--- src/inc/fcp_pkg.sv ---
// Constants shared by the flash completion polling controller
package fcp_pkg;
	// Address and data widths of the flash bus
	localparam int ADDR_W = 21;
	localparam int DATA_W = 8;
	// Status bit positions in a read byte
	localparam int POLL_BIT = 7;
	localparam int TOGGLE_BIT = 6;
	localparam int TIMEOUT_BIT = 5;
	// Unlock command sequence for a byte program
	localparam logic [ADDR_W-1:0] UNLOCK_ADDR1 = 21'h000555;
	localparam logic [ADDR_W-1:0] UNLOCK_ADDR2 = 21'h0002aa;
	localparam logic [DATA_W-1:0] UNLOCK_DATA1 = 8'haa;
	localparam logic [DATA_W-1:0] UNLOCK_DATA2 = 8'h55;
	localparam logic [DATA_W-1:0] PROGRAM_CMD = 8'ha0;
	localparam int PROGRAM_WRITES = 4;
	// Bus cycle timing in nanoseconds and the clock period
	localparam int CLK_PERIOD_NS = 8;
	localparam int WRITE_PULSE_NS = 50;
	localparam int WRITE_HIGH_NS = 20;
	localparam int READ_ACCESS_NS = 120;
	localparam int OE_HOLD_NS = 10;
	// Least times round up to whole cycles
	localparam int WRITE_PULSE_CYC = (WRITE_PULSE_NS + CLK_PERIOD_NS - 1) / CLK_PERIOD_NS;
	localparam int WRITE_HIGH_CYC = (WRITE_HIGH_NS + CLK_PERIOD_NS - 1) / CLK_PERIOD_NS;
	localparam int READ_ACCESS_CYC = (READ_ACCESS_NS + CLK_PERIOD_NS - 1) / CLK_PERIOD_NS;
	localparam int OE_HOLD_CYC = (OE_HOLD_NS + CLK_PERIOD_NS - 1) / CLK_PERIOD_NS;
	// Sector erase limits in seconds (not counting preprogramming)
	localparam int ERASE_TYP_S = 1;
	localparam int ERASE_MAX_S = 8;
	localparam longint CLK_HZ = 125000000;
	localparam longint ERASE_MAX_CYC = ERASE_MAX_S * CLK_HZ;
	localparam int TIMER_W = 32;
	// Bus cycle kinds
	typedef enum logic [1:0]
	{
		CYC_IDLE = 2'b00,
		CYC_READ = 2'b01,
		CYC_WRITE = 2'b10
	} fcp_cyc_t;
	// Status polling methods
	typedef enum logic
	{
		METH_DATA = 1'b0,
		METH_TOGGLE = 1'b1
	} fcp_meth_t;
endpackage

--- src/rtl/fcp_controller.sv ---
// Host controller that programs bytes and polls flash for completion
// Functional notes
// - Byte program is four writes; only the last carries address and byte.
// - Poll address is program address, or an address inside the erased sector.
// - Read poll address; poll bit equal to data passes, else reread if no timeout.
// - On timeout flag, read once more; pass if poll bit matches, else fail.
// - Toggle method reads twice; running only if toggle bit differs.
// - On timeout flag in toggle polling, recheck; fail only if still toggling.
`timescale 1ns/1ps
`default_nettype none
module fcp_controller
#(
	parameter longint ERASE_LIMIT_CYC = fcp_pkg::ERASE_MAX_CYC
)
(
	input wire logic clock,
	input wire logic rst_n,
	input wire logic op_start,
	input wire logic op_program,
	input wire fcp_pkg::fcp_meth_t op_method,
	input wire logic [fcp_pkg::ADDR_W-1:0] op_addr,
	input wire logic [fcp_pkg::DATA_W-1:0] op_data,
	output logic op_ready,
	output logic op_done,
	output logic op_pass,
	output logic op_watchdog,
	output logic [fcp_pkg::ADDR_W-1:0] flash_addr,
	output logic flash_ce_n,
	output logic flash_we_n,
	output logic flash_oe_n,
	input wire logic [fcp_pkg::DATA_W-1:0] flash_dq_in,
	output logic [fcp_pkg::DATA_W-1:0] flash_dq_out,
	output logic flash_dq_oe
);
	import fcp_pkg::*;
	// Refuse a limit that the watchdog counter cannot hold
	if (ERASE_LIMIT_CYC < 1 || ERASE_LIMIT_CYC > 64'h00000000ffffffff)
	begin : gen_limit_check
		$error("ERASE_LIMIT_CYC out of range");
	end
	// ****************************************
	// State machine
	// ****************************************
	typedef enum logic [2:0]
	{
		ST_IDLE = 3'b000,
		ST_CMD = 3'b001,
		ST_POLL_A = 3'b010,
		ST_POLL_B = 3'b011,
		ST_RECHECK = 3'b100,
		ST_FINISH = 3'b101
	} fcp_state_t;
	fcp_state_t state;
	fcp_meth_t method;
	logic [ADDR_W-1:0] addr;
	logic [DATA_W-1:0] data;
	logic [1:0] cmd_idx;
	logic [DATA_W-1:0] prev_byte;
	logic timeout_seen;
	logic [TIMER_W-1:0] timer;
	logic cyc_start;
	logic cyc_write;
	logic [ADDR_W-1:0] cyc_addr;
	logic [DATA_W-1:0] cyc_wdata;
	logic cyc_done;
	logic [DATA_W-1:0] cyc_rdata;
	logic issued;
	// ****************************************
	// Command sequence decode
	// ****************************************
	// Address and data of write number idx of the program sequence
	function automatic logic [ADDR_W+DATA_W-1:0] cmd_word(input logic [1:0] idx,
		input logic [ADDR_W-1:0] a, input logic [DATA_W-1:0] d);
		case (idx)
			2'h0: cmd_word = {UNLOCK_ADDR1, UNLOCK_DATA1};
			2'h1: cmd_word = {UNLOCK_ADDR2, UNLOCK_DATA2};
			2'h2: cmd_word = {UNLOCK_ADDR1, PROGRAM_CMD};
			default: cmd_word = {a, d}; // Target address and byte last
		endcase
	endfunction
	wire [ADDR_W+DATA_W-1:0] cmd_now = cmd_word(cmd_idx, addr, data);
	wire in_poll = (state == ST_POLL_A) || (state == ST_POLL_B) || (state == ST_RECHECK);
	wire poll_match = cyc_rdata[POLL_BIT] == data[POLL_BIT];
	wire toggled = cyc_rdata[TOGGLE_BIT] != prev_byte[TOGGLE_BIT];
	wire timeout_flag = cyc_rdata[TIMEOUT_BIT];
	wire watchdog_hit = timer == TIMER_W'(ERASE_LIMIT_CYC - 1);
	assign op_ready = (state == ST_IDLE);
	// Bus cycle requests: writes during command, reads at poll address while polling
	assign cyc_start = ((state == ST_CMD) || in_poll) && !issued;
	assign cyc_write = (state == ST_CMD);
	assign cyc_addr = (state == ST_CMD) ? cmd_now[ADDR_W+DATA_W-1:DATA_W] : addr;
	assign cyc_wdata = cmd_now[DATA_W-1:0];
	// Issued flag marks a bus cycle in flight
	always_ff @(posedge clock or negedge rst_n)
	begin
		if (!rst_n)
			issued <= 1'b0;
		else if (cyc_done)
			issued <= 1'b0;
		else if (cyc_start)
			issued <= 1'b1;
	end
	// Watchdog from the start of the operation, bounded by the worst erase time; only ST_POLL_A acts on it
	always_ff @(posedge clock or negedge rst_n)
	begin
		if (!rst_n)
			timer <= '0;
		else if (state == ST_IDLE)
			timer <= '0;
		else if (!watchdog_hit)
			timer <= timer + 1'b1;
	end
	// Main sequencer
	always_ff @(posedge clock or negedge rst_n)
	begin
		if (!rst_n)
		begin
			state <= ST_IDLE;
			method <= METH_DATA;
			addr <= '0;
			data <= '0;
			cmd_idx <= 2'h0;
			prev_byte <= '0;
			timeout_seen <= 1'b0;
			op_done <= 1'b0;
			op_pass <= 1'b0;
			op_watchdog <= 1'b0;
		end
		else
		begin
			op_done <= 1'b0;
			case (state)
				ST_IDLE:
				begin
					if (op_start)
					begin
						method <= op_method;
						addr <= op_addr;
						data <= op_data;
						cmd_idx <= 2'h0;
						timeout_seen <= 1'b0;
						op_watchdog <= 1'b0;
						state <= op_program ? ST_CMD : ST_POLL_A;
					end
				end
				ST_CMD:
				begin
					if (cyc_done)
					begin
						cmd_idx <= cmd_idx + 2'h1;
						if (cmd_idx == 2'(PROGRAM_WRITES - 1))
							state <= ST_POLL_A;
					end
				end
				ST_POLL_A:
				begin
					if (cyc_done)
					begin
						prev_byte <= cyc_rdata;
						if (method == METH_DATA)
						begin
							if (poll_match)
							begin
								op_pass <= 1'b1;
								state <= ST_FINISH;
							end
							else if (timeout_flag)
								state <= ST_RECHECK;
						end
						else
							state <= ST_POLL_B;
					end
					else if (watchdog_hit)
					begin
						op_watchdog <= 1'b1;
						op_pass <= 1'b0;
						state <= ST_FINISH;
					end
				end
				ST_POLL_B:
				begin
					if (cyc_done)
					begin
						prev_byte <= cyc_rdata;
						if (!toggled)
						begin
							op_pass <= 1'b1;
							state <= ST_FINISH;
						end
						else if (timeout_seen)
						begin
							op_pass <= 1'b0; // Still toggling after the flag
							state <= ST_FINISH;
						end
						else if (timeout_flag)
						begin
							// A fresh pair of reads decides, toggling may just have stopped
							timeout_seen <= 1'b1;
							state <= ST_POLL_A;
						end
					end
				end
				ST_RECHECK:
				begin
					if (cyc_done)
					begin
						op_pass <= poll_match; // Only data polling rechecks here
						state <= ST_FINISH;
					end
				end
				ST_FINISH:
				begin
					if (!issued)
					begin
						op_done <= 1'b1;
						state <= ST_IDLE;
					end
				end
				default:
					state <= ST_IDLE;
			endcase
		end
	end
	// ****************************************
	// Bus cycle engine
	// ****************************************
	fcp_bus_cycle u_cycle
	(
		.clock(clock),
		.rst_n(rst_n),
		.start(cyc_start),
		.write(cyc_write),
		.addr(cyc_addr),
		.wdata(cyc_wdata),
		.done(cyc_done),
		.rdata(cyc_rdata),
		.flash_addr(flash_addr),
		.flash_ce_n(flash_ce_n),
		.flash_we_n(flash_we_n),
		.flash_oe_n(flash_oe_n),
		.flash_dq_in(flash_dq_in),
		.flash_dq_out(flash_dq_out),
		.flash_dq_oe(flash_dq_oe)
	);
	// ****************************************
	// Checks
	// ****************************************
	program_four_a: assert property (@(posedge clock) disable iff (!rst_n)
		(state == ST_CMD && cyc_done && cmd_idx == 2'h3) |=> (state == ST_POLL_A))
		else $error("program sequence did not end after four writes");
	last_write_a: assert property (@(posedge clock) disable iff (!rst_n)
		(cyc_start && state == ST_CMD && cmd_idx == 2'h3) |-> (cyc_addr == addr && cyc_wdata == data))
		else $error("last write does not carry target address and byte");
	poll_addr_a: assert property (@(posedge clock) disable iff (!rst_n)
		(cyc_start && in_poll) |-> (cyc_addr == addr && !cyc_write))
		else $error("poll read not at poll address");
	match_pass_a: assert property (@(posedge clock) disable iff (!rst_n)
		(state == ST_POLL_A && method == METH_DATA && cyc_done && poll_match) |=> op_pass ##[1:40] op_done)
		else $error("poll match did not pass");
	timeout_reread_a: assert property (@(posedge clock) disable iff (!rst_n)
		(state == ST_POLL_A && method == METH_DATA && cyc_done && !poll_match && timeout_flag)
		|=> (state == ST_RECHECK))
		else $error("timeout did not trigger a reread");
	toggle_twice_a: assert property (@(posedge clock) disable iff (!rst_n)
		(state == ST_POLL_B && cyc_done && !toggled) |=> (op_pass && state == ST_FINISH))
		else $error("stable toggle bit not judged finished");
	toggle_recheck_a: assert property (@(posedge clock) disable iff (!rst_n)
		(state == ST_POLL_B && timeout_seen && cyc_done)
		|=> (state == ST_FINISH && op_pass != $past(toggled)))
		else $error("toggle recheck verdict wrong");
endmodule // fcp_controller
`default_nettype wire

--- src/rtl/fcp_bus_cycle.sv ---
// One asynchronous read or write cycle on the flash bus
`timescale 1ns/1ps
`default_nettype none
module fcp_bus_cycle
(
	input wire logic clock,
	input wire logic rst_n,
	input wire logic start,
	input wire logic write,
	input wire logic [fcp_pkg::ADDR_W-1:0] addr,
	input wire logic [fcp_pkg::DATA_W-1:0] wdata,
	output logic done,
	output logic [fcp_pkg::DATA_W-1:0] rdata,
	output logic [fcp_pkg::ADDR_W-1:0] flash_addr,
	output logic flash_ce_n,
	output logic flash_we_n,
	output logic flash_oe_n,
	input wire logic [fcp_pkg::DATA_W-1:0] flash_dq_in,
	output logic [fcp_pkg::DATA_W-1:0] flash_dq_out,
	output logic flash_dq_oe
);
	import fcp_pkg::*;
	// ****************************************
	// Phase timing
	// ****************************************
	typedef enum logic [1:0]
	{
		PH_IDLE = 2'b00,
		PH_ACTIVE = 2'b01,
		PH_RECOVER = 2'b10
	} fcp_phase_t;
	fcp_phase_t phase;
	logic is_write;
	logic [7:0] count;
	wire [7:0] active_len = is_write ? 8'(WRITE_PULSE_CYC) : 8'(READ_ACCESS_CYC);
	wire [7:0] recover_len = is_write ? 8'(WRITE_HIGH_CYC) : 8'(OE_HOLD_CYC);
	wire count_end = (phase == PH_ACTIVE) ? (count == active_len - 8'h01)
		: (count == recover_len - 8'h01);
	assign done = (phase == PH_RECOVER) && count_end;
	// Sequencer: strobe low for the access time, then high for recovery
	always_ff @(posedge clock or negedge rst_n)
	begin
		if (!rst_n)
		begin
			phase <= PH_IDLE;
			is_write <= 1'b0;
			count <= 8'h00;
			flash_addr <= '0;
			flash_dq_out <= '0;
			flash_dq_oe <= 1'b0;
			flash_ce_n <= 1'b1;
			flash_we_n <= 1'b1;
			flash_oe_n <= 1'b1;
			rdata <= '0;
		end
		else
		begin
			case (phase)
				PH_IDLE:
				begin
					if (start)
					begin
						phase <= PH_ACTIVE;
						is_write <= write;
						count <= 8'h00;
						flash_addr <= addr;
						flash_dq_out <= wdata;
						flash_dq_oe <= write;
						flash_ce_n <= 1'b0;
						flash_we_n <= !write;
						flash_oe_n <= write;
					end
				end
				PH_ACTIVE:
				begin
					count <= count + 8'h01;
					if (count_end)
					begin
						phase <= PH_RECOVER;
						count <= 8'h00;
						if (!is_write)
							rdata <= flash_dq_in; // Sample read data at end of access
						flash_ce_n <= 1'b1;
						flash_we_n <= 1'b1;
						flash_oe_n <= 1'b1;
					end
				end
				PH_RECOVER:
				begin
					count <= count + 8'h01;
					if (count_end)
					begin
						phase <= PH_IDLE;
						flash_dq_oe <= 1'b0;
					end
				end
				default:
					phase <= PH_IDLE;
			endcase
		end
	end
endmodule // fcp_bus_cycle
`default_nettype wire

--- config.mk ---
export PLATFORM = sky130hd
export DESIGN_NAME = fcp_controller
export DESIGN_NICKNAME = d
export VERILOG_FILES = /design/src/inc/fcp_pkg.sv /design/src/rtl/fcp_controller.sv /design/src/rtl/fcp_bus_cycle.sv
export SDC_FILE = /design/constraint.sdc
export NUM_CORES = 1
export LEC_CHECK = 0
export BUFFER_PORTS_ARGS = -buffer_cell sky130_fd_sc_hd__buf_2
export CORE_MARGIN = 2
export CORE_UTILIZATION = 57
export CTS_CLUSTER_SIZE = 20
export DETAILED_ROUTE_END_ITERATION = 6
export PLACE_DENSITY = 0.78
export SKIP_LAST_GASP = 1
export SLEW_MARGIN = 30
export SYNTH_ARGS = -nofsm -noshare
export SYNTH_HDL_FRONTEND = slang
export SYNTH_SLANG_ARGS = --single-unit
--- constraint.sdc ---
create_clock -name clock -period 2.8 [get_ports clock]
set_input_delay 0.28 -clock clock [delete_from_list [all_inputs] [get_ports clock]]
set_output_delay 0.28 -clock clock [all_outputs]
set_load 0.05 [all_outputs]
-- Yosys cells after proc, flatten, opt, wreduce, memory -nomap -nowiden
Index checks and enable logic that the tools add are counted.
- bits in latches: 0
- memory bits (read-only): 0
- RAM bits: 0
- memories: 0
- input port bits: 42
- register bits: 131
- reductions and logical operators: 32
- shift operators: 0
- magnitude comparators: 0
- mux-type cells: 64
- bitwise gates (word level): 1
- add/sub/neg operators: 5
- $mul: 0
- div/mod/pow operators: 0
- eq/ne operators: 34
- operators by type and width (operator ; number):
    one-hot mux 29 bit (3 select lines) ; 1
    two-way mux 32 bit ; 2
    two-way mux 3 bit ; 14
    adder 32 x 1 -> 32 bit (second input constant) ; 1
    equality test 32 x 30 -> 1 bit (second input constant) ; 1
    two-way mux 1 bit ; 26
    one-hot mux 8 bit (3 select lines) ; 1
    inequality test 2 bit (second input constant) ; 11
    two-way mux 21 bit ; 1
    one-hot mux 3 bit (6 select lines) ; 1
    equality test 8 bit ; 2
    two-way mux 8 bit ; 2
    subtractor 8 x 1 -> 8 bit (second input constant) ; 2
    AND reduction 3 bit ; 5
    two-way mux 2 bit ; 6
    inequality test 3 bit (second input constant) ; 4
    one-hot mux 1 bit (2 select lines) ; 6
    nonzero test 2 bit ; 6
    AND reduction 9 bit ; 1
    adder 8 x 1 -> 8 bit (second input constant) ; 1
    AND reduction 2 bit ; 4
    AND reduction 4 bit ; 2
    AND reduction 7 bit ; 1
    equality test 2 bit (second input constant) ; 3
    22 further kinds ; 32

-- Longest topological paths before layout
- depth after elaboration: 7
- gate-level depth with buffers: 10

-- By module
From an unflattened synthesis, not the netlist that was laid out.
- cells, all modules: 619
- area, all modules: 6098.3 um^2
- by module, submodules not included (module ; cells each ; area an instance (um^2) ; instances):
    fcp_controller ; 448 ; 3851.2 ; 1
    fcp_bus_cycle ; 171 ; 2247.2 ; 1

-- Worst setup path before layout
OpenSTA, ideal clock, no wires.
- path type: reg2reg
- from: register u_cycle.phase[1]
- to: register state[1]
- cell stages (with the launch flop): 10
- arrival time: 2301 ps
- path slack: 369 ps
- clock period less this slack: 2431 ps
- path through: dfrtp_1 inv_1 ha_1 buf_6 or4b_1 a21o_1 a21o_1 a21oi_1 o311ai_1 o41a_1
- cells in the longest elaborated chain, start to end: 5
- elaborated cells between the ends (all ways): 12
- ends and longest elaborated chain (what ; line ; RTL):
    start: declaration ; fcp_bus_cycle.sv:32 ; fcp_phase_t phase;
    start signal: assignment ; fcp_bus_cycle.sv:45 ; phase <= PH_IDLE;
    start signal: assignment ; fcp_bus_cycle.sv:63 ; phase <= PH_ACTIVE;
    start signal: assignment ; fcp_bus_cycle.sv:79 ; phase <= PH_RECOVER;
    equality test 2 x 1 -> 1 bit ; fcp_bus_cycle.sv:37 ; wire count_end = (phase == PH_ACTIVE) ? (count == active_len - 8'h01)
    two-way mux 1 bit ; fcp_bus_cycle.sv:37 ;
    logical AND 1 bit * ; fcp_bus_cycle.sv:39 ; assign done = (phase == PH_RECOVER) && count_end;
    inequality test 5 x 4 -> 1 bit (no source line), or another cell as far along ; -- ;
    AND reduction 9 bit (no source line) / one-hot mux 3 bit (6 select lines) (equally long branches) ; -- ;
    end signal: assignment ; fcp_controller.sv:143 ; state <= op_program ? ST_CMD : ST_POLL_A;
    end: declaration ; fcp_controller.sv:53 ; fcp_state_t state;
Mark *: on every way between the ends. The rest lies on a longest branch, timed or not.
A chain may end at the register's enable or synchronous reset.

-- Worst setup path after layout
- from: register u_cycle.phase[1]
- to: register op_pass
- cells in the longest elaborated chain, start to end: 5
- elaborated cells between the ends (all ways): 12
- ends and longest elaborated chain (what ; line ; RTL):
    equality test 2 x 1 -> 1 bit ; fcp_bus_cycle.sv:37 ;
    two-way mux 1 bit ; fcp_bus_cycle.sv:37 ;
    logical AND 1 bit * ; fcp_bus_cycle.sv:39 ;
    inequality test 3 bit (no source line), or another cell as far along ; -- ;
    AND reduction 7 bit (no source line) / one-hot mux 1 bit (3 select lines) (equally long branches) ; -- ;
    end signal: assignment ; fcp_controller.sv:207 ; op_pass <= poll_match;
    end: declaration ; fcp_controller.sv:25 ; output logic op_pass,
Marks and branches as above.

==> metrics.md <==
| Metric | Value |
|---|---|
| Worst r2r src | u_cycle.phase[1] |
| First-pass GRT wire length | 22.9 mm |
| CP Class | reg2reg |
| Total of max-cap violations | 0 |
| Initial Utilization | 58.7% |
| Part of the cycle the worst path needs | 91.9% |
| Pwr/cell area | 1070 nW/um^2 |
| Initial DRC count | 220 |
| Io pins | 79 |
| Mapped Nets | 672 |
| Via Count | 4,902 |
| Leak pwr | 3.52 nW |
| Post-detail-place hpwl | 8.63 mm |
| Worst-skew pair later-pin latency | 0.52 ns |
| Vias per cell | 5.60 |
| Peak Freq | 0.389 GHz |
| Reg2reg end | op_pass |
| Vias in the first global route | 4,930 |
| Ys flop type | dfrtp_1 |
| CTS H-tree depth | 4 |
| VDD IR-drop max | 0.485 mV |
| Gate Count Post-Synth | 619 |
| Post-synth EDFFs | 0 |
| Share of layout cells above drive strength 1 | 17.8% |
| Gpl congestion | 0.861 |
| Synth unique cells | 52 |
| Die W | 104 um |
| Largest net degree at the start of global routing | 57 |
| Area growth, synth to finish | 26.1% |
| Deepest clock path buffer count | 2 |
| Core Area | 9730 um^2 |
| Yosys Warn Count | 0 |
| Crit Path Max Fanout | 6 |
| Final hold slack | 0.225 ns |
| Status | complete, no violations |
| Arrival time worst endpoint | 2.97 ns |
| R2r setup slk | 0.23 ns |
| Final core occ | 74.0% |
| Antenna Nets Post-Route | 0 |
| TritonCTS clock tree | built |
| Hold Fails Final Rpt | 0 |
| Finish-stage setup viols | 0 |
| DRC viols | 0 |
| Register area share after synthesis | 52.7% |
| Sink Count | 120 |
| Die Ht | 104 um |
| Pins Over Slew Limit | 0 |
| Initial DRT Pass Iterations | 4 |
| Critical path required time | 3.20 ns |
| Gr ovfl total | 0 |
| Flip-flop and latch count after synthesis | 120 |
| Total Die Area | 10,800 um^2 |
| Post_cts resized | 0 |
| Relative max-transition margin | 51.8% |
| Gr usage total | 26.3% |
| Period minus WS final | 2.57 ns |
| Crit start category | register |
| Reg clk slew, reported paths | 0.06 ns |
| Worst Hold Class | in2reg |
| Crit path to | op_pass |
| Final WL | 13.4 mm |
| ANT cells | 0 |
| Pwr Total | 7.67 mW |
| Worst setup path start | u_cycle.phase[1] |
| RSZ-0062 raised after global routing | false |
| Root Buffer | clkbuf_8 |
| Post-Syn Area | 5710 um^2 |
| Worst-Margin Slew | 0.723 ns |
| Skew final | 0.00614 ns |
| CTS buffer count | 17 |
| I/O Buffers | 73 |
| Share of async-settable or async-resettable flops after synthesis | 100% |
| Worst setup EP type | register |
| Row count | 36 |
| Syn Area/Cell | 9.22 um^2 |
| Layout Nets | 783 |
| Setup_tns | 0 ns |
| Wirelength per Cell | 15.3 um |
| R2r worst-path depth | 8 |
| Initial antenna violation count | 0 |
[timing repair]
action | in CTS | in global routing
setup buffers | 0 | 0
hold endpoints to repair | 84 | 0
hold buffers | 34 | 0
[metrics by stage]
step,std cells,setup WS [ns],cell area [um^2]
after floorplan,619,0.369,5710
after detailed placement,810,0.246,6240
after global routing,876,0.0302,7200
final,876,0.228,7200
after global placement,810,0.289,6240
after CTS,876,0.238,7200
[cells in the mapped netlist, types with 2 or more instances]
cell,number,share of area (%)
a211o_1,2,0.31
a211oi_1,3,0.39
a21o_1,5,0.66
a21oi_1,35,3.1
a22o_1,5,0.77
a2bb2oi_1,3,0.46
a31oi_1,3,0.33
and2_1,2,0.22
and3_1,9,0.99
and4_1,5,0.77
clkbuf_1,26,1.7
dfrtp_1,117,51
dfstp_2,3,1.4
ha_1,11,2.4
inv_1,6,0.39
mux2_2,8,1.6
mux2i_1,2,0.35
nand2_1,156,10
nand2b_1,10,1.1
nand3_1,26,2.3
nand3b_1,3,0.39
nand4_1,5,0.55
nor2_1,43,2.8
nor2b_1,6,0.66
nor3_1,7,0.61
nor3b_1,4,0.53
nor4_1,4,0.44
nor4_2,2,0.44
o21a_1,2,0.26
o21ai_0,48,4.2
o22ai_1,4,0.44
o31ai_1,2,0.26
or3_1,5,0.55
xnor2_1,7,1.1
xor2_1,23,3.5
[flip-flops by register name (all words and copies together), names as in the netlist, 2 cells and up]
register / count
data: 8
u_cycle.rdata: 3
u_cycle.count: 8
u_cycle.flash_addr: 21
u_cycle.flash_dq_out: 8
cmd_idx: 2
state: 3
addr: 21
timer: 32
u_cycle.phase: 2
[cell type report]
class / instances / area [um^2]
clock buffers: 20 / 445
clock inverters: 12 / 171
fillers: 696 / 2530
inverters: 7 / 26.3
multi-input cells: 464 / 2560
flip-flops and latches: 120 / 3010
well taps: 133 / 166
repair buffers: 120 / 818
[critical path: stages (launching register included)]
cell and delay (ns):
dfrtp_1 0.38, inv_1 0.09, ha_1 0.21, or4b_1 0.50
a21o_1 0.20, a21oi_1 0.42, a21oi_1 0.12, o21ai_0 0.19
mux2_2 0.35
[how the worst min path moves through the flow]
stage               startpoint                     to  slack (ns)  cells after the start
detailed placement       rst_n  u_cycle.flash_addr[4]        0.39                      1
global route        op_program               state[1]        0.24                      3
finish              op_program               state[0]        0.23                      4
floorplan                rst_n                addr[0]       -0.02                      0
global placement         rst_n       u_cycle.count[7]        0.38                      1
CTS                 op_program               state[0]        0.20                      4
[per-layer routing]
metal	wire, um	global-route usage (%)	share of wire [%]
met1	5670	33.1	42
met2	6810	43.9	51
met3	686	6.89	5.1
met4	213	9.94	1.6
met5	0	0	0
[cells by family after synthesis]
group,share of synthesized area (%)
compound gates,12.6
xor+xnor,4.60
fa+ha+maj,2.41
buf+inv,2.45
flops,52.7
mux,1.93
simple gates,23.3
[layout by cell type (no fill, tap or decap), types with 3 or more instances in the layout]
| master | count |
|---|---|
| a211oi_1 | 3 |
| a21o_1 | 5 |
| a21oi_1 | 35 |
| a22o_1 | 5 |
| a2bb2oi_1 | 3 |
| a31oi_1 | 3 |
| and3_1 | 9 |
| and4_1 | 5 |
| buf_2 | 72 |
| buf_4 | 13 |
| bufinv_16 | 4 |
| clkbuf_16 | 16 |
| clkbuf_8 | 3 |
| clkinv_2 | 4 |
| clkinvlp_4 | 3 |
| dfrtp_1 | 117 |
| dfstp_2 | 3 |
| dlygate4sd3_1 | 34 |
| ha_1 | 11 |
| inv_1 | 6 |
| mux2_2 | 8 |
| nand2_1 | 156 |
| nand2b_1 | 10 |
| nand3_1 | 26 |
| nand3b_1 | 3 |
| nand4_1 | 5 |
| nor2_1 | 43 |
| nor2b_1 | 6 |
| nor3_1 | 7 |
| nor3b_1 | 4 |
| nor4_1 | 4 |
| o21ai_0 | 48 |
| o22ai_1 | 4 |
| or3_1 | 5 |
| xnor2_1 | 7 |
| xor2_1 | 23 |
[report_power, final]
part,switching (mW),internal [mW],leakage (nW)
clock,0.772,1.49,0.297
combinational,1.85,0.910,1.65
sequential,0.394,2.26,1.57
Power figures use the tool's default switching activity.
